## config.mk

```make
export PLATFORM = sky130hd
export DESIGN_NAME = bsp_supervisor
export DESIGN_NICKNAME = d
export VERILOG_FILES = /design/src/hdl/bsp_pkg.sv /design/src/hdl/bsp_moddiv.sv /design/src/hdl/bsp_supervisor.sv
export SDC_FILE = /design/constraint.sdc
export NUM_CORES = 1
export LEC_CHECK = 0
export BUFFER_PORTS_ARGS = -buffer_cell sky130_fd_sc_hd__buf_2
export CAP_MARGIN = 20
export CELL_PAD_IN_SITES_DETAIL_PLACEMENT = 1
export CELL_PAD_IN_SITES_GLOBAL_PLACEMENT = 1
export CORE_ASPECT_RATIO = 0.75
export CORE_MARGIN = 2
export CORE_UTILIZATION = 40
export CTS_BUF_LIST = sky130_fd_sc_hd__clkbuf_4 sky130_fd_sc_hd__clkbuf_8
export CTS_CLUSTER_DIAMETER = 200
export CTS_CLUSTER_SIZE = 28
export DETAILED_ROUTE_END_ITERATION = 10
export GPL_TIMING_DRIVEN = 0
export PLACE_DENSITY = 0.81
export REMOVE_ABC_BUFFERS = 1
export SYNTH_ARGS = -nofsm -noshare
export SYNTH_HDL_FRONTEND = slang
export SYNTH_SLANG_ARGS = --single-unit
```

## constraint.sdc

```tcl
create_clock -name clk -period 6.3 [get_ports clk]
set_clock_uncertainty 0.15 [all_clocks]
set_input_delay 0.945 -clock clk [delete_from_list [all_inputs] [get_ports clk]]
set_output_delay 0.945 -clock clk [all_outputs]
set_load 0.02 [all_outputs]
```

## src/hdl/bsp_pkg.sv

```systemverilog
// Package: constants, types and helpers for BLDC start-up and protection
package bsp_pkg;

    // Clock and supervision tick
    localparam int unsigned CLK_HZ        = 10_000_000;
    localparam int unsigned TICK_MS       = 1;
    localparam int unsigned TICK_CYC      = CLK_HZ / 1000 * TICK_MS;

    // Supervision times, expressed in ticks
    localparam int unsigned TIMEOUT_MS    = 200;
    localparam int unsigned TIMEOUT_TICKS = TIMEOUT_MS / TICK_MS;
    localparam int unsigned ALIGN_MS      = 100;
    localparam int unsigned ALIGN_TICKS   = ALIGN_MS / TICK_MS;
    localparam int unsigned OL_STEP_MS    = 20;
    localparam int unsigned OL_STEP_TICKS = OL_STEP_MS / TICK_MS;
    localparam int unsigned ZC_TO_CLOSE   = 3;

    // Per-unit fixed point: Q4.12, base voltage is the rated voltage
    localparam int unsigned PU_FRAC       = 12;
    localparam int unsigned PU_ONE        = 1 << PU_FRAC;
    localparam int unsigned V_BASE_V      = 24;
    localparam int unsigned OV_LIMIT_V    = 28;
    localparam int unsigned UV_LIMIT_V    = 15;
    localparam logic [15:0] OV_LIMIT_PU   = 16'(OV_LIMIT_V * PU_ONE / V_BASE_V);
    localparam logic [15:0] UV_LIMIT_PU   = 16'(UV_LIMIT_V * PU_ONE / V_BASE_V);

    // Overspeed as the shortest legal 60-degree step period in clock cycles
    localparam int unsigned POLE_PAIRS    = 2;
    localparam int unsigned OVERSPEED_RPM = 3900;
    localparam int unsigned OS_STEP_CYC   = CLK_HZ * 60 / (6 * POLE_PAIRS * OVERSPEED_RPM);

    // Widths
    localparam int unsigned DUTY_W        = 10;
    localparam int unsigned PER_W         = 24;

    // Error flag positions
    localparam int unsigned ERR_OC        = 0;
    localparam int unsigned ERR_OV        = 1;
    localparam int unsigned ERR_UV        = 2;
    localparam int unsigned ERR_SPD       = 3;
    localparam int unsigned ERR_TO        = 4;
    localparam int unsigned ERR_PAT       = 5;
    localparam int unsigned ERR_DRV       = 6;
    localparam int unsigned ERR_W         = 7;

    // Reset step value and illegal-step marker
    localparam logic [2:0]  STEP_RST      = 3'h0;
    localparam logic [2:0]  STEP_BAD      = 3'h7;

    typedef enum logic [2:0] {
        SYS_INACTIVE = 3'b001,
        SYS_ACTIVE   = 3'b010,
        SYS_ERROR    = 3'b100
    } bsp_sys_t;

    typedef enum logic [2:0] {
        PH_ALIGN  = 3'b001,
        PH_OPEN   = 3'b010,
        PH_CLOSED = 3'b100
    } bsp_phase_t;

    // Six inverter gate enables
    typedef struct packed {
        logic uh;
        logic ul;
        logic vh;
        logic vl;
        logic wh;
        logic wl;
    } bsp_gate_t;

    // Hall code to step; codes 0 and 7 are illegal
    function automatic logic [2:0] hall_to_step(input logic [2:0] h);
        case (h)
            3'h5:    hall_to_step = 3'h0;
            3'h1:    hall_to_step = 3'h1;
            3'h3:    hall_to_step = 3'h2;
            3'h2:    hall_to_step = 3'h3;
            3'h6:    hall_to_step = 3'h4;
            3'h4:    hall_to_step = 3'h5;
            default: hall_to_step = STEP_BAD;
        endcase
    endfunction : hall_to_step

    function automatic logic [2:0] step_inc(input logic [2:0] s);
        step_inc = (s >= 3'h5) ? 3'h0 : 3'(s + 3'h1);
    endfunction : step_inc

    function automatic logic [2:0] step_dec(input logic [2:0] s);
        step_dec = (s == 3'h0 || s > 3'h5) ? 3'h5 : 3'(s - 3'h1);
    endfunction : step_dec

    // One high and one low switch per step
    function automatic bsp_gate_t step_gates(input logic [2:0] s);
        case (s)
            3'h0:    step_gates = 6'h24;
            3'h1:    step_gates = 6'h21;
            3'h2:    step_gates = 6'h09;
            3'h3:    step_gates = 6'h18;
            3'h4:    step_gates = 6'h12;
            3'h5:    step_gates = 6'h06;
            default: step_gates = 6'h00;
        endcase
    endfunction : step_gates

endpackage : bsp_pkg

```

## src/hdl/bsp_moddiv.sv

```systemverilog
// Modulation factor divider: duty = vcmd / vbus, scaled to full duty
`timescale 1ns/100ps
module bsp_moddiv
    import bsp_pkg::*;
#(
    parameter int unsigned DW = DUTY_W
)(
    input  logic          clk,
    input  logic          rst,
    input  logic          ce,
    input  logic          start,
    input  logic [15:0]   num,
    input  logic [15:0]   den,
    output logic [DW-1:0] duty
);
    localparam int unsigned CW = $clog2(DW + 1);

    typedef struct packed {
        logic          busy;
        logic [CW-1:0] cnt;
        logic [15:0]   rem;
        logic [15:0]   den;
        logic [DW-1:0] q;
        logic [DW-1:0] duty;
    } bsp_div_t;

    bsp_div_t   st;
    bsp_div_t   nx;
    logic [16:0] trial;

    // Restoring division, one quotient bit per cycle; over-range saturates
    always_comb
    begin
        nx    = st;
        trial = {st.rem, 1'b0};
        if (start)
        begin
            if (den == 16'h0000 || num >= den)
            begin
                nx.busy = 1'b0;
                nx.duty = '1;
            end
            else
            begin
                nx.busy = 1'b1;
                nx.rem  = num;
                nx.den  = den;
                nx.q    = '0;
                nx.cnt  = CW'(DW);
            end
        end
        else if (st.busy)
        begin
            if (trial >= {1'b0, st.den})
            begin
                nx.rem = 16'(trial - {1'b0, st.den});
                nx.q   = {st.q[DW-2:0], 1'b1};
            end
            else
            begin
                nx.rem = trial[15:0];
                nx.q   = {st.q[DW-2:0], 1'b0};
            end
            nx.cnt = CW'(st.cnt - 1'b1);
            if (st.cnt == CW'(1))
            begin
                nx.busy = 1'b0;
                nx.duty = nx.q;
            end
        end
    end

    always_ff @(posedge clk or posedge rst)
    begin
        if (rst)
            st <= '0;
        else if (ce)
            st <= nx;
    end

    assign duty = st.duty;

    a_div_saturate: assert property (@(posedge clk) disable iff (rst)
        (ce && start && den != 16'h0000 && num >= den) |=> (duty == '1))
        else $error("modulation did not saturate");

endmodule : bsp_moddiv

```

## src/hdl/bsp_supervisor.sv

```systemverilog
// Top: start-up sequencing and protection supervisor for six-step drive
`timescale 1ns/100ps
module bsp_supervisor
    import bsp_pkg::*;
#(
    parameter int unsigned TICK_CYCLES    = TICK_CYC,
    parameter int unsigned OS_STEP_CYCLES = OS_STEP_CYC
)(
    input  logic              clk,
    input  logic              rst,
    input  logic              ce,
    input  logic              sensorless_mode,
    input  logic              drive_cmd,
    input  logic              stop_cmd,
    input  logic              reset_cmd,
    input  logic [2:0]        hall_in,
    input  logic              zc_pulse,
    input  logic              oc_stop_n,
    input  logic              drv_fault,
    input  logic [15:0]       vbus_pu,
    input  logic [15:0]       vcmd_pu,
    output bsp_gate_t         gates,
    output logic [DUTY_W-1:0] duty,
    output bsp_sys_t          sys_state,
    output bsp_phase_t        ctl_phase,
    output logic [ERR_W-1:0]  err_flags,
    output logic              speed_valid,
    output logic [PER_W-1:0]  step_period
);
    typedef struct packed {
        logic [2:0]        hall_s1;
        logic [2:0]        hall_s2;
        logic [2:0]        hall_prev;
        logic              oc_n_s1;
        logic              oc_n_s2;
        logic              flt_s1;
        logic              flt_s2;
        bsp_sys_t          sys;
        bsp_phase_t        phase;
        logic [2:0]        step;
        bsp_gate_t         gates;
        logic [15:0]       tick_cnt;
        logic              tick;
        logic [7:0]        to_cnt;
        logic [7:0]        ph_cnt;
        logic [1:0]        zc_cnt;
        logic [1:0]        evt_cnt;
        logic [PER_W-1:0]  per_cnt;
        logic [PER_W-1:0]  step_period;
        logic              speed_valid;
        logic [ERR_W-1:0]  err;
        logic [DUTY_W-1:0] duty;
    } bsp_st_t;

    bsp_st_t           st;
    bsp_st_t           nx;
    logic [2:0]        hall_step;
    logic              evt;
    logic [ERR_W-1:0]  new_err;
    logic [DUTY_W-1:0] div_duty;

    // Duty recomputed once per tick from the latest command and bus
    bsp_moddiv #(
        .DW    (DUTY_W)
    ) u_div (
        .clk   (clk),
        .rst   (rst),
        .ce    (ce),
        .start (st.tick),
        .num   (vcmd_pu),
        .den   (vbus_pu),
        .duty  (div_duty)
    );

    // Next-state logic for the whole supervisor
    always_comb
    begin
        nx        = st;
        hall_step = hall_to_step(st.hall_s2);
        evt       = 1'b0;
        new_err   = '0;

        // Pin synchronisers; first stage feeds only the second
        nx.hall_s1   = hall_in;
        nx.hall_s2   = st.hall_s1;
        nx.hall_prev = st.hall_s2;
        nx.oc_n_s1   = oc_stop_n;
        nx.oc_n_s2   = st.oc_n_s1;
        nx.flt_s1    = drv_fault;
        nx.flt_s2    = st.flt_s1;

        // 1 ms supervision tick
        nx.tick = 1'b0;
        if (st.tick_cnt == 16'(TICK_CYCLES - 1))
        begin
            nx.tick_cnt = '0;
            nx.tick     = 1'b1;
        end
        else
            nx.tick_cnt = 16'(st.tick_cnt + 16'h1);

        // Step period counter saturates rather than wrapping to a false speed
        if (st.per_cnt != '1)
            nx.per_cnt = PER_W'(st.per_cnt + 1'b1);

        // Hardware faults are watched in every state
        new_err[ERR_OC]  = !st.oc_n_s2;
        new_err[ERR_DRV] = st.flt_s2;

        if (st.sys == SYS_ACTIVE)
        begin
            // Bus limits in per-unit, sampled on the tick only
            if (st.tick && vbus_pu > OV_LIMIT_PU)
                new_err[ERR_OV] = 1'b1;
            if (st.tick && vbus_pu < UV_LIMIT_PU)
                new_err[ERR_UV] = 1'b1;

            if (!sensorless_mode)
            begin
                // Hall edge must move exactly one step either way
                if (st.hall_s2 != st.hall_prev)
                begin
                    evt = 1'b1;
                    if (hall_step == step_inc(st.step) || hall_step == step_dec(st.step))
                        nx.step = hall_step;
                    else
                        new_err[ERR_PAT] = 1'b1;
                end
            end
            else
            begin
                case (st.phase)
                    PH_ALIGN:
                    begin
                        // Hold step 0 to pull the rotor in
                        if (st.tick && st.ph_cnt == 8'(ALIGN_TICKS - 1))
                        begin
                            nx.phase  = PH_OPEN;
                            nx.ph_cnt = '0;
                            nx.step   = step_inc(st.step);
                        end
                        else if (st.tick)
                            nx.ph_cnt = 8'(st.ph_cnt + 8'h1);
                    end
                    PH_OPEN:
                    begin
                        if (zc_pulse)
                        begin
                            evt       = 1'b1;
                            nx.zc_cnt = 2'(st.zc_cnt + 2'h1);
                            if (st.zc_cnt == 2'(ZC_TO_CLOSE - 1))
                                nx.phase = PH_CLOSED;
                        end
                        // Forced commutation, blind to rotor position
                        if (st.tick && st.ph_cnt == 8'(OL_STEP_TICKS - 1))
                        begin
                            nx.ph_cnt = '0;
                            nx.step   = step_inc(st.step);
                        end
                        else if (st.tick)
                            nx.ph_cnt = 8'(st.ph_cnt + 8'h1);
                    end
                    PH_CLOSED:
                    begin
                        if (zc_pulse)
                        begin
                            evt     = 1'b1;
                            nx.step = step_inc(st.step);
                        end
                    end
                    default:
                        nx.phase = PH_ALIGN;
                endcase
                if (nx.step > 3'h5)
                    new_err[ERR_PAT] = 1'b1;
            end

            // Commutation watchdog; idle while aligning
            if (evt || (sensorless_mode && st.phase == PH_ALIGN))
                nx.to_cnt = '0;
            else if (st.tick)
            begin
                if (st.to_cnt == 8'(TIMEOUT_TICKS - 1))
                    new_err[ERR_TO] = 1'b1;
                nx.to_cnt = 8'(st.to_cnt + 8'h1);
            end

            // Speed from the interval between two events
            if (evt)
            begin
                // The event cycle counts, so the period spans edge to edge
                nx.per_cnt = PER_W'(1);
                if (st.evt_cnt != 2'h0)
                begin
                    nx.step_period = st.per_cnt;
                    nx.speed_valid = 1'b1;
                end
                if (st.evt_cnt != 2'h2)
                    nx.evt_cnt = 2'(st.evt_cnt + 2'h1);
            end
            if (st.tick && st.speed_valid && st.step_period < PER_W'(OS_STEP_CYCLES))
                new_err[ERR_SPD] = 1'b1;
        end

        // System state; an error detected this cycle beats any command
        case (st.sys)
            SYS_INACTIVE:
            begin
                if (drive_cmd)
                begin
                    nx.sys         = SYS_ACTIVE;
                    nx.to_cnt      = '0;
                    nx.ph_cnt      = '0;
                    nx.zc_cnt      = '0;
                    nx.evt_cnt     = '0;
                    nx.per_cnt     = '0;
                    nx.speed_valid = 1'b0;
                    if (sensorless_mode)
                    begin
                        nx.phase = PH_ALIGN;
                        nx.step  = STEP_RST;
                    end
                    else
                    begin
                        nx.phase = PH_CLOSED;
                        nx.step  = hall_step;
                        if (hall_step > 3'h5)
                            new_err[ERR_PAT] = 1'b1;
                    end
                end
            end
            SYS_ACTIVE:
            begin
                if (stop_cmd)
                    nx.sys = SYS_INACTIVE;
            end
            SYS_ERROR:
            begin
                if (reset_cmd)
                begin
                    nx.sys = SYS_INACTIVE;
                    nx.err = '0;
                end
            end
            default:
                nx.sys = SYS_INACTIVE;
        endcase
        if (new_err != '0)
            nx.sys = SYS_ERROR;
        nx.err = nx.err | new_err;

        // Gates and duty follow the next state so a stop lands in one edge
        nx.gates = (nx.sys == SYS_ACTIVE) ? step_gates(nx.step) : '0;
        nx.duty  = (nx.sys == SYS_ACTIVE) ? div_duty : '0;
    end

    always_ff @(posedge clk or posedge rst)
    begin
        if (rst)
        begin
            st          <= '0;
            st.hall_s1  <= 3'h0;
            st.oc_n_s1  <= 1'b1;
            st.oc_n_s2  <= 1'b1;
            st.sys      <= SYS_INACTIVE;
            st.phase    <= PH_ALIGN;
            st.step     <= STEP_RST;
        end
        else if (ce)
            st <= nx;
    end

    assign gates       = st.gates;
    assign duty        = st.duty;
    assign sys_state   = st.sys;
    assign ctl_phase   = st.phase;
    assign err_flags   = st.err;
    assign speed_valid = st.speed_valid;
    assign step_period = st.step_period;

    a_oc_stop: assert property (@(posedge clk) disable iff (rst)
        (ce && !st.oc_n_s2) |=> (gates == '0 && sys_state == SYS_ERROR && err_flags[ERR_OC]))
        else $error("overcurrent did not stop outputs");

    a_drv_fault: assert property (@(posedge clk) disable iff (rst)
        (ce && st.flt_s2) |=> (gates == '0 && err_flags[ERR_DRV]))
        else $error("driver fault did not stop outputs");

    a_ov_check: assert property (@(posedge clk) disable iff (rst)
        (ce && st.tick && st.sys == SYS_ACTIVE && vbus_pu > OV_LIMIT_PU)
        |=> (err_flags[ERR_OV] && sys_state == SYS_ERROR))
        else $error("overvoltage not flagged");

    a_uv_check: assert property (@(posedge clk) disable iff (rst)
        (ce && st.tick && st.sys == SYS_ACTIVE && vbus_pu < UV_LIMIT_PU)
        |=> (err_flags[ERR_UV] && gates == '0))
        else $error("undervoltage not flagged");

    a_speed_limit: assert property (@(posedge clk) disable iff (rst)
        (ce && st.tick && st.sys == SYS_ACTIVE && st.speed_valid
         && st.step_period < PER_W'(OS_STEP_CYCLES)) |=> err_flags[ERR_SPD])
        else $error("overspeed not flagged");

    a_error_gates: assert property (@(posedge clk) disable iff (rst)
        (sys_state != SYS_ACTIVE) |-> (gates == '0 && duty == '0))
        else $error("gates live outside active state");

    a_error_hold: assert property (@(posedge clk) disable iff (rst)
        (sys_state == SYS_ERROR && !reset_cmd) |=> (sys_state == SYS_ERROR && gates == '0
         && (err_flags & $past(err_flags)) == $past(err_flags)))
        else $error("error state left without reset");

    a_hall_start: assert property (@(posedge clk) disable iff (rst)
        (ce && st.sys == SYS_INACTIVE && drive_cmd && !sensorless_mode && new_err == '0)
        |=> (st.step == $past(hall_step) && ctl_phase == PH_CLOSED))
        else $error("hall start pattern wrong");

    a_zc_close: assert property (@(posedge clk) disable iff (rst)
        (ce && st.sys == SYS_ACTIVE && sensorless_mode && st.phase == PH_OPEN
         && zc_pulse && st.zc_cnt == 2'h2 && new_err == '0) |=> (ctl_phase == PH_CLOSED))
        else $error("third zero-crossing did not close loop");

    a_speed_wait: assert property (@(posedge clk) disable iff (rst)
        (ce && st.sys == SYS_INACTIVE && drive_cmd) ##1 (!evt)[*2] |-> !speed_valid)
        else $error("speed valid before two events");

endmodule : bsp_supervisor

```

After elaboration in Yosys (flattened, before gate mapping)
Cells that the tools add are included.

storage, ports and cells
  output and inout port bits = 54
  bits of input ports = 45
  bits in registers = 187
  logic and storage cells = 189

cells by class
  $add $sub $neg = 10
  muxes and demuxes = 80
  order comparisons = 9
  bitwise logic cells = 2
  equal/unequal tests = 31
  reductions and logical operators = 24

operators by type and width
  kind                                                          count
  2-to-1 mux 44 bit                                             2
  2-to-1 mux 69 bit                                             1
  2-to-1 mux 51 bit                                             1
  2-to-1 mux 46 bit                                             1
  2-to-1 mux 3 bit                                              15
  2-to-1 mux 21 bit                                             2
  2-to-1 mux 10 bit                                             4
  2-to-1 mux 8 bit                                              5
  2-to-1 mux 19 bit                                             2
  one-hot mux 6 bit (6 select lines)                            1
  2-to-1 mux 16 bit                                             2
  2-to-1 mux 6 bit                                              5
  one-hot mux 3 bit (3 select lines)                            3
  2-to-1 mux 1 bit                                              25
  2-to-1 mux 25 bit                                             1
  adder 24 x 1 -> 24 bit, second input constant                 1
  less-than comparator 24 x 14 -> 1 bit, second input constant  1
  2-to-1 mux 24 bit                                             1
  != test 24 bit, second input constant                         1
  == test 3 x 2 -> 1 bit, second input constant                 7
  == test 3 bit, second input constant                          7
  one-hot mux 3 bit (6 select lines)                            1
  >= comparator 17 x 16 -> 1 bit                                1
  adder 16 x 1 -> 16 bit, second input constant                 1
  other kinds (39)                                              65

Logic depth before layout (Yosys ltp)
Gate-level depths: netlist of run 1.

  word-level depth = 18
  gate-level depth with buffers = 15
  gate-level depth less buffers = 12

Cells and area by module
From an unflattened synthesis of run 1, not the netlist that was laid out.

unflattened totals
  cell total of the unflattened synthesis = 1,217
  area total of the unflattened synthesis = 11,418.5 µm²

modules (own cells, without submodules)
  module          cells each  area each (µm²)  times used  sequential area each (µm²)
  bsp_supervisor  754         7,292.0          1           3,283.1
  bsp_moddiv      463         4,126.5          1           1,401.3

Worst setup path before layout of run 1
Ideal clock, no wire load.

  path kind = reg2reg
  start = reg st[109] in the netlist's numbering
  end = reg st (netlist bit gates[4])
  library setup time = 121 ps
  arrival = 3,417 ps
  stages on the path, launching flop included = 15
  period minus slack after synthesis = 3,688 ps
  required time = 6,029 ps
  slack = 2,612 ps
  buffers on the path = 2
  cells stage by stage = dfrtp_1 -> buf_2 -> inv_1 -> ha_1 -> clkbuf_1 -> inv_1 -> o211a_1 -> or4_1 -> nand4_1 -> a22oi_4 -> or4_4 -> a32oi_4 -> nor2b_2 -> mux2_4 -> a22o_1

between the ends
  longest elaborated chain between the ends = 18
  elaborated cells on any way between the ends = 44
  those cells by class = add/sub (2); order compare (3); eq/ne (8); mux (26); reduce/logical (5)

ends and longest elaborated chain
  item                                                         RTL line               RTL
  from (decl)                                                  bsp_supervisor.sv:55   bsp_st_t st;
  from (signal assigned)                                       bsp_supervisor.sv:270  st <= nx;
  adder 3 x 1 -> 3 bit or >= comparator 3 bit (tied branches)  bsp_pkg.sv:86          step_inc = (s >= 3'h5) ? 3'h0 : 3'(s + 3'h1);
  2-to-1 mux 3 bit                                             bsp_pkg.sv:86
  2-to-1 mux 3 bit (tied with other cells)                     bsp_supervisor.sv:165  if (zc_pulse)
  one-hot mux 3 bit (3 select lines)                           bsp_supervisor.sv:132  case (st.phase)
  2-to-1 mux 3 bit                                             bsp_supervisor.sv:118  if (!sensorless_mode)
  2-to-1 mux 3 bit                                             bsp_supervisor.sv:110  if (st.sys == SYS_ACTIVE)
  greater-than comparator 3 bit                                bsp_supervisor.sv:174  if (nx.step > 3'h5)
  2-to-1 mux 1 bit                                             bsp_supervisor.sv:174
  [... 2 more ...]                                             -
  2-to-1 mux 1 bit                                             bsp_supervisor.sv:227  if (hall_step > 3'h5)
  2-to-1 mux 1 bit                                             bsp_supervisor.sv:218  if (sensorless_mode)
  2-to-1 mux 1 bit                                             bsp_supervisor.sv:209  if (drive_cmd)
  2-to-1 mux 1 bit                                             bsp_supervisor.sv:206  case (st.sys)
  nonzero test 7 bit                                           bsp_supervisor.sv:248  if (new_err != '0)
  2-to-1 mux 3 bit                                             bsp_supervisor.sv:248
  == test 3 x 2 -> 1 bit                                       bsp_supervisor.sv:253  nx.gates = (nx.sys == SYS_ACTIVE) ? step_gates(nx.step) : '0;
  2-to-1 mux 6 bit (*)                                         bsp_supervisor.sv:253

Mark *: on every way between the ends. The rest lies on a longest branch, timed or not. The select of a mux whose other input is x is not followed.
A chain may end at the register's enable or synchronous reset.

Final worst setup path of run 1
  start = reg st[109] in the netlist's numbering
  end = reg st (netlist bit gates[0])

Same word-level chain as after synthesis.

==> metrics, run 1 <==
crit end category flop; detailed placement HPWL 20,100 um; clock period minus worst slack around 4.6 ns; Die Y approximately 150 um; Slew HR 32.2%; PwrDens around 230 nW/um^2; fmax between 200 and 250 MHz; CP required approximately 6.5 ns; post-synthesis sequential area ratio between 40 and 50%; outcome complete, no violations; area of the multi-input gates 5260 sq um; IO buf count a little under 100; starting DRC count in detailed routing 457; clk sinks ~190; Setup-failing EPs final 0; Max Root-Sink Buffers 2; Row Count between 50 and 60; Worst-path clk slew approximately 0.11 ns; Starting Density ~41%; Hold Crit Class flop to flop; post-synthesis cell area 10,700 sq um; die area 28,200 sq um; Max FO, Critical Path 17; CP arrival 4.80 ns; post-synthesis cell count about 1,100; DRT Pass-1 Iters 4; Placer Congestion around 0.8; clk_lat worst skew around 0.49 ns; largest net degree at the start of global routing ~110; DRT Wirelength approximately 28,000 um; Setup Buffers After CTS 0; non-filler instance count after layout 1,512; CTS tree done; drt drc 0; Core Area 26,200 sq um; Ports slightly below 100; root buffer cell clkbuf_8; vias per cell around 5.6; unrepaired setup endpoints after global routing false; CTS Buf Count 17; layout cells sized above 1 between 10% and 20%; wire per inst 18.6 um; critical path class flop to flop; H-tree level count 4; initial antenna violation count 2; final hold violation count 0; Max-cap violations 0; period utilization 72.7%; Sequential cell area around 4700 sq um; first-pass GRT wire length 46,400 um; hold buffers post-CTS 0; Worst VDD drop around 0.00015 V; Post-synth EDFFs 0; Slew @ Worst Pin 1.01 ns; final instance area 11,600 sq um; routed vias roughly 8,400; Yosys reg bits between 150 and 200; library cells used by synthesis 76; # nets final roughly 1,200; Layout Area Growth over Synthesis 8.23%; DP Cell Count around 1,500; vias in the first global route between 8,000 and 9,000; placed instance area around 11,000 sq um; ANT nets after route 0; LEAKAGE between 5 and 6 nW; grt ovf 0; syn_area_per_cell roughly 9.5 sq um; Slew Limit Fails 0; Yosys warning count 0; gr usage total around 20%; CP Launch Type flop; fill cell count 3,051; width of the chip 193 um; Top FF cell, synth dfrtp_1; CTS-repair resized insts 0; ys async rst share 100%
==> critical path, cell delays in order (launching register included) <==
cell and delay (ns):
dfrtp_1 0.73, inv_1 0.18, ha_1 0.50, inv_1 0.15, o211a_1 0.17, or4_1 0.47
nand4_1 0.16, a22oi_4 0.10, a221oi_1 0.67, and3_1 0.64, nand2_1 0.20, o32ai_1 0.35
==> logic make-up (layout without fill, tap and decap cells) <==
kind of cell             Yosys count  after routing  synth area share, %
AO/OA/AOI/OAI                    283            283                 17.8
AND/OR/NAND/NOR                  346            346                 15.7
multiplexers                      55             55                 5.60
flip-flops                       187            187                 43.6
other                              0              1                    0
buffers and inverters            162            197                 7.58
adder cells (fa/ha/maj)           46             46                 5.43
XOR/XNOR                          53             53                 4.32
==> cell usage after synthesis (all sizes together), types with 7 or more instances <==
library cell  count  area [sq um]
a21o             17           129
a21oi            36           180
a22o             30           263
a22oi            16           134
a31oi             9          56.3
and2              7          43.8
and3             16           100
buf              62           439
clkbuf           42           158
dfrtp           183          4580
ha               45           563
inv              58           218
mux2             38           432
mux2i            17           170
nand2           107           402
nand2b           15          93.8
nand3            28           140
nand4            21           131
nor2             83           312
nor2b            11          71.3
nor3             15          75.1
nor4             13          81.3
o21ai           107           536
o2bb2ai           9          78.8
o31ai            11           101
xnor2            28           245
xor2             25           219
==> worst paths after layout <==
| path | end | start | slack (ns) | depth (start not counted) |
|---|---|---|---|---|
| max | gates[0] | st[109] | 1.72 | 11 |
| min | st[102] | st[102] | 0.34 | 1 |
| max reg2reg | gates[0] | st[109] | 1.72 | 11 |
| min reg2reg | st[102] | st[102] | 0.34 | 1 |
| max in group asynchronous | sys_state[0] | rst | 4.66 | 3 |
| min in group asynchronous | nx[118] | rst | 0.46 | 2 |
==> power breakdown <==
| part | total (mW) | internal [mW] | leakage (nW) | switching [mW] |
|---|---|---|---|---|
| combinational | 0.519 | 0.207 | 2.91 | 0.312 |
| clock | 0.823 | 0.302 | 0.201 | 0.521 |
| sequential | 1.37 | 1.27 | 2.44 | 0.101 |
| total | 2.71 | 1.78 | 5.55 | 0.934 |
==> sequential cells by signal, summed over array words and instances (netlist names) <==
register	flops
speed_valid	1
ctl_phase	3
step_period	24
u_div.duty	10
new_err	1
nx	8
gates	6
duty	10
u_div.st	46
err_flags	7
sys_state	3
st	68
==> cell usage in the layout, fill, tap and decap left out, drive strengths merged, types with 6 or more instances in the layout <==
cell	n
a21o	17
a21oi	36
a22o	30
a22oi	16
a31oi	9
and2	7
and3	16
buf	106
clkbuf	18
clkinv	8
dfrtp	183
ha	45
inv	64
mux2	38
mux2i	17
nand2	107
nand2b	15
nand3	28
nand4	21
nor2	83
nor2b	11
nor3	15
nor4	13
o211ai	6
o21ai	107
o2bb2ai	9
o31ai	11
or3	6
xnor2	28
xor2	25
==> final cells by class <==
cell class | count | share of cell area, %
clock inverter | 15 | 1.51
clock buffer | 17 | 2.01
antenna | 1 | 0.0215
sequential | 187 | 40.3
tap | 344 | 3.70
multi-input combinational | 783 | 45.2
timing repair buffer | 107 | 5.34
inverter | 58 | 1.94
==> routing by layer <==
metal	wire length (um)	share of wire, %	up-vias	track usage [%]
li1	-	-	4014	-
met1	14600	52	4234	30.2
met3	870	3.1	21	3.17
met2	12300	44	133	30.3
met5	13	0.046	-	0
met4	223	0.79	2	4.35
==> stage by stage <==
stage / setup TNS, ns / setup WS (ns) / total power, mW / hold slack, ns / util (%)
after floorplan: 0 / 0.126 / 1.73 / 0.297 / -
after global placement: -388.80 / -2.15 / 1.87 / 0.316 / 42.3
after detailed placement: 0 / 1.82 / 1.90 / 0.318 / 42.8
after CTS: 0 / 1.81 / 2.73 / 0.337 / 44.3
after global routing: 0 / 1.53 / 2.85 / 0.362 / 44.4
final: 0 / 1.72 / 2.71 / 0.336 / 44.5
Power figures use the tool's default switching activity.
==> run 2: changes to the inputs <==
--- a/config.mk
+++ b/config.mk
@@ -5,6 +5,7 @@
 export SDC_FILE = /design/constraint.sdc
 export NUM_CORES = 1
 export LEC_CHECK = 0
+export ABC_AREA = 1
 export BUFFER_PORTS_ARGS = -buffer_cell sky130_fd_sc_hd__buf_2
 export CAP_MARGIN = 20
 export CELL_PAD_IN_SITES_DETAIL_PLACEMENT = 1
==> constraint.sdc (replaced) <==
create_clock -name clk -period 4.68 [get_ports clk]
set_clock_uncertainty 0.15 [all_clocks]
set_input_delay 0.702 -clock clk [delete_from_list [all_inputs] [get_ports clk]]
set_output_delay 0.702 -clock clk [all_outputs]
set_load 0.02 [all_outputs]
==> metrics, run 2 <==
Core Util, Final 44.1% (was 44.5%); layout cells sized above 1 14.9% (was 16.7%); Die Y 148 um (was 146 um); setup slack after layout 0.495 ns (was 1.72 ns); CP top delay family simple AND/OR/NAND/NOR gates (unchanged); final instance area 11,900 sq um (was 11,600 sq um); vias per cell 5.31 (was 5.56); period utilization between 80 and 90%; starting DRC count in detailed routing 440 (was 457); commonest cells after routing, fill and taps aside nand2_1, inv_1, dfrtp_1 (was dfrtp_1, nand2_1, o21ai_0); ANT nets after route 0 (unchanged); commonest non-fill, non-tap cell in the layout nand2_1 (was dfrtp_1); post-synthesis sequential area ratio 42.4% (was 43.6%); IO buf count 98 (unchanged); hold buffers post-CTS 0 (unchanged); unrepaired setup endpoints after global routing false (unchanged); vias in the first global route 9,951 (was 8,689); Post-synth EDFFs 0 (unchanged); grt ovf 0 (unchanged); ANT cells 0 (was 1); critical path class primary input to flop (was flop to flop); Top FF cell, synth dfrtp_1 (unchanged); H-tree level count 4 (unchanged); Max-cap violations 0 (unchanged); library cells used by synthesis 52 (was 76); crit end category flop (unchanged); largest net degree at the start of global routing 105 (was 107); routed vias 9,443 (was 8,404); LEAKAGE 5.77 nW (was 5.55 nW); Row Count 52 (was 51); initial antenna violation count 0 (was 2); Slew @ Worst Pin 0.928 ns (was 1.01 ns); Post-synth top cells nand2_1, inv_1, dfrtp_1 (was dfrtp_1, nand2_1, o21ai_0); Starting Density 40.8% (was 41.1%); CTS-repair resized insts 0 (unchanged); outcome complete, no violations (unchanged); Core Area 27,100 sq um (was 26,200 sq um); detailed placement HPWL 22,300 um (was 20,100 um); placed instance area 11,500 sq um (was 11,200 sq um); Max FO, Critical Path 34 (was 17); clk_lat worst skew 0.48 ns (was 0.49 ns); clock period minus worst slack roughly 4.2 ns; # nets final 1,506 (was 1,245); Worst-path clk slew 0.10 ns (was 0.11 ns); Area contributors post-synth dfrtp_1, nand2_1, inv_1 (was dfrtp_1, ha_1, o21ai_0); post-synthesis cell area 11,000 sq um (was 10,700 sq um); root buffer cell clkbuf_8 (unchanged); Yosys warning count 0 (unchanged); WHS 0.162 ns (was 0.336 ns); post-synthesis cell count 1,381 (was 1,132); Setup WS pre-CTS 0.0964 ns (was 1.82 ns); width of the chip 196 um (was 193 um); largest area contributor in the netlist dfrtp_1 (unchanged); ys async rst share 100% (unchanged); count leader, synth nand2_1 (was dfrtp_1); CP required 4.87 ns (was 6.52 ns); CP cell instances buf_2 -> inv_1 -> ha_1 -> a21oi_1 -> o21ai_0 -> a21oi_1 -> nand4_1 -> nor2_4 -> inv_2 -> nor2_4 -> inv_2 -> nand2_2 -> inv_2 -> a21oi_1 -> a22oi_1 (was inv_1 -> ha_1 -> inv_1 -> o211a_1 -> or4_1 -> nand4_1 -> a22oi_4 -> a221oi_1 -> and3_1 -> nand2_1 -> o32ai_1); area of the multi-input gates 5010 sq um (was 5260 sq um); PwrDens 444 nW/um^2 (was 233 nW/um^2); Placer Congestion 0.868 (was 0.815); syn_area_per_cell 8.00 sq um (was 9.49 sq um); Yosys reg bits 187 (unchanged); Slew Limit Fails 0 (unchanged); first-pass GRT wire length 50,700 um (was 46,400 um); die area 29,000 sq um (was 28,200 sq um); Sequential cell area 4680 sq um (unchanged); CTS tree done (unchanged); Yosys top cell area share 41.5% (was 42.6%); Layout Area Growth over Synthesis 8.04% (was 8.23%); final hold violation count 0 (unchanged); Slew HR 37.9% (was 32.2%); Ports 99 (unchanged); drt drc 0 (unchanged); Hold Crit Class primary input to asynchronous set/reset pin (was flop to flop); fill cell count 3,387 (was 3,051); non-filler instance count after layout 1,779 (was 1,512); fmax 239 MHz; CP bufs+invs 5 (was 2); wire per inst 16.6 um (was 18.6 um); CP Launch Type primary input (was flop); Max Root-Sink Buffers 2 (unchanged); DRT Wirelength 29,500 um (was 28,100 um); DRT Pass-1 Iters 5 (was 4); Setup Buffers After CTS 0 (unchanged); clk sinks 187 (unchanged); Setup-failing EPs final 0 (unchanged); Worst VDD drop 0.000225 V (was 0.000147 V); peak per-stage delay on the critical path 0.55 ns (was 0.73 ns); CTS Buf Count 17 (unchanged); highest-delay cell along the critical path nor2_4 (was dfrtp_1); gr usage total 21.5% (was 20.1%); max FFs per register 68 (unchanged); CP arrival 4.37 ns (was 4.80 ns); DP Cell Count 1,746 (was 1,475); Biggest register st (unchanged)
[run 2: cell count changes after synthesis, moves of 23 or more]
| cell | previous run | this run |
|---|---|---|
| nand2_1 | 107 | 240 |
| mux2_2 | 37 | 0 |
| inv_2 | 1 | 24 |
| a21oi_1 | 36 | 85 |
| inv_1 | 57 | 185 |
| o22ai_1 | 0 | 24 |
| a22o_1 | 30 | 0 |
| clkbuf_1 | 42 | 17 |
| nand3_1 | 28 | 56 |
[run 2: kinds of logic (layout without fill, tap and decap cells)]
logic type	Yosys count	in the layout	synth area share (%)
AND/OR/NAND/NOR	492	492	20.3
AO/OA/AOI/OAI	316	316	16.5
buffers and inverters	298	345	12.2
flip-flops	187	187	42.4
adder cells (fa/ha/maj)	46	46	5.28
XOR/XNOR	41	41	3.25
multiplexers	1	1	0.102
[run 2: where the power goes]
group          total (mW)  switching, mW  internal (mW)  leakage [nW]
Sequential           2.18          0.245           1.94          2.36
Clock                1.16          0.620          0.535         0.198
Combinational        1.95           1.27          0.688          3.22
Total                5.29           2.13           3.16          5.77
[run 2: path summary, 6_finish.rpt]
path / start / to / slack [ns] / cells after the start
max: vbus_pu[9] / u_div.st[50] / 0.50 / 15
min: rst / u_div.st[22] / 0.16 / 2
max reg2reg: u_div.st[47] / u_div.st[46] / 1.38 / 11
min reg2reg: nx[120] / nx[120] / 0.32 / 2
max in group asynchronous: rst / u_div.duty[3] / 3.26 / 3
min in group clk: hall_in[2] / nx[127] / 0.29 / 3
[run 2: per-layer routing]
metal  share of wire [%]  track usage (%)  up-vias
met5                   0                0        -
met4                0.92             4.17        0
met3                 3.2             3.54       20
met2                  45             35.1      141
met1                  51             30.5     4684
li1                    -                -     4598
[run 2: cell type report]
type	instances	area share [%]
clock buffers	18	2.02
clock inverters	14	1.46
repair buffers	102	4.91
multi-input cells	896	42.0
well taps	351	3.68
inverters	211	6.70
flip-flops and latches	187	39.2
[run 2: stage by stage]
step	TNS [ns]	power, mW
floorplan	-228.90	3.58
global placement	-678.01	4.01
detailed placement	0	4.15
CTS	0	5.32
global route	0	5.70
finish	0	5.29
[run 2: worst reg2reg max path, cell delays in order, from the launching register on]
cell     delay, ns
dfrtp_1       0.40
ha_1          0.36
nand2_1       0.10
nor2_1        0.18
nand4_1       0.10
o21ai_1       0.41
nand3_1       0.14
nand2_1       0.63
inv_2         0.26
a21oi_1       0.19
o21ai_0       0.10
a22oi_1       0.18
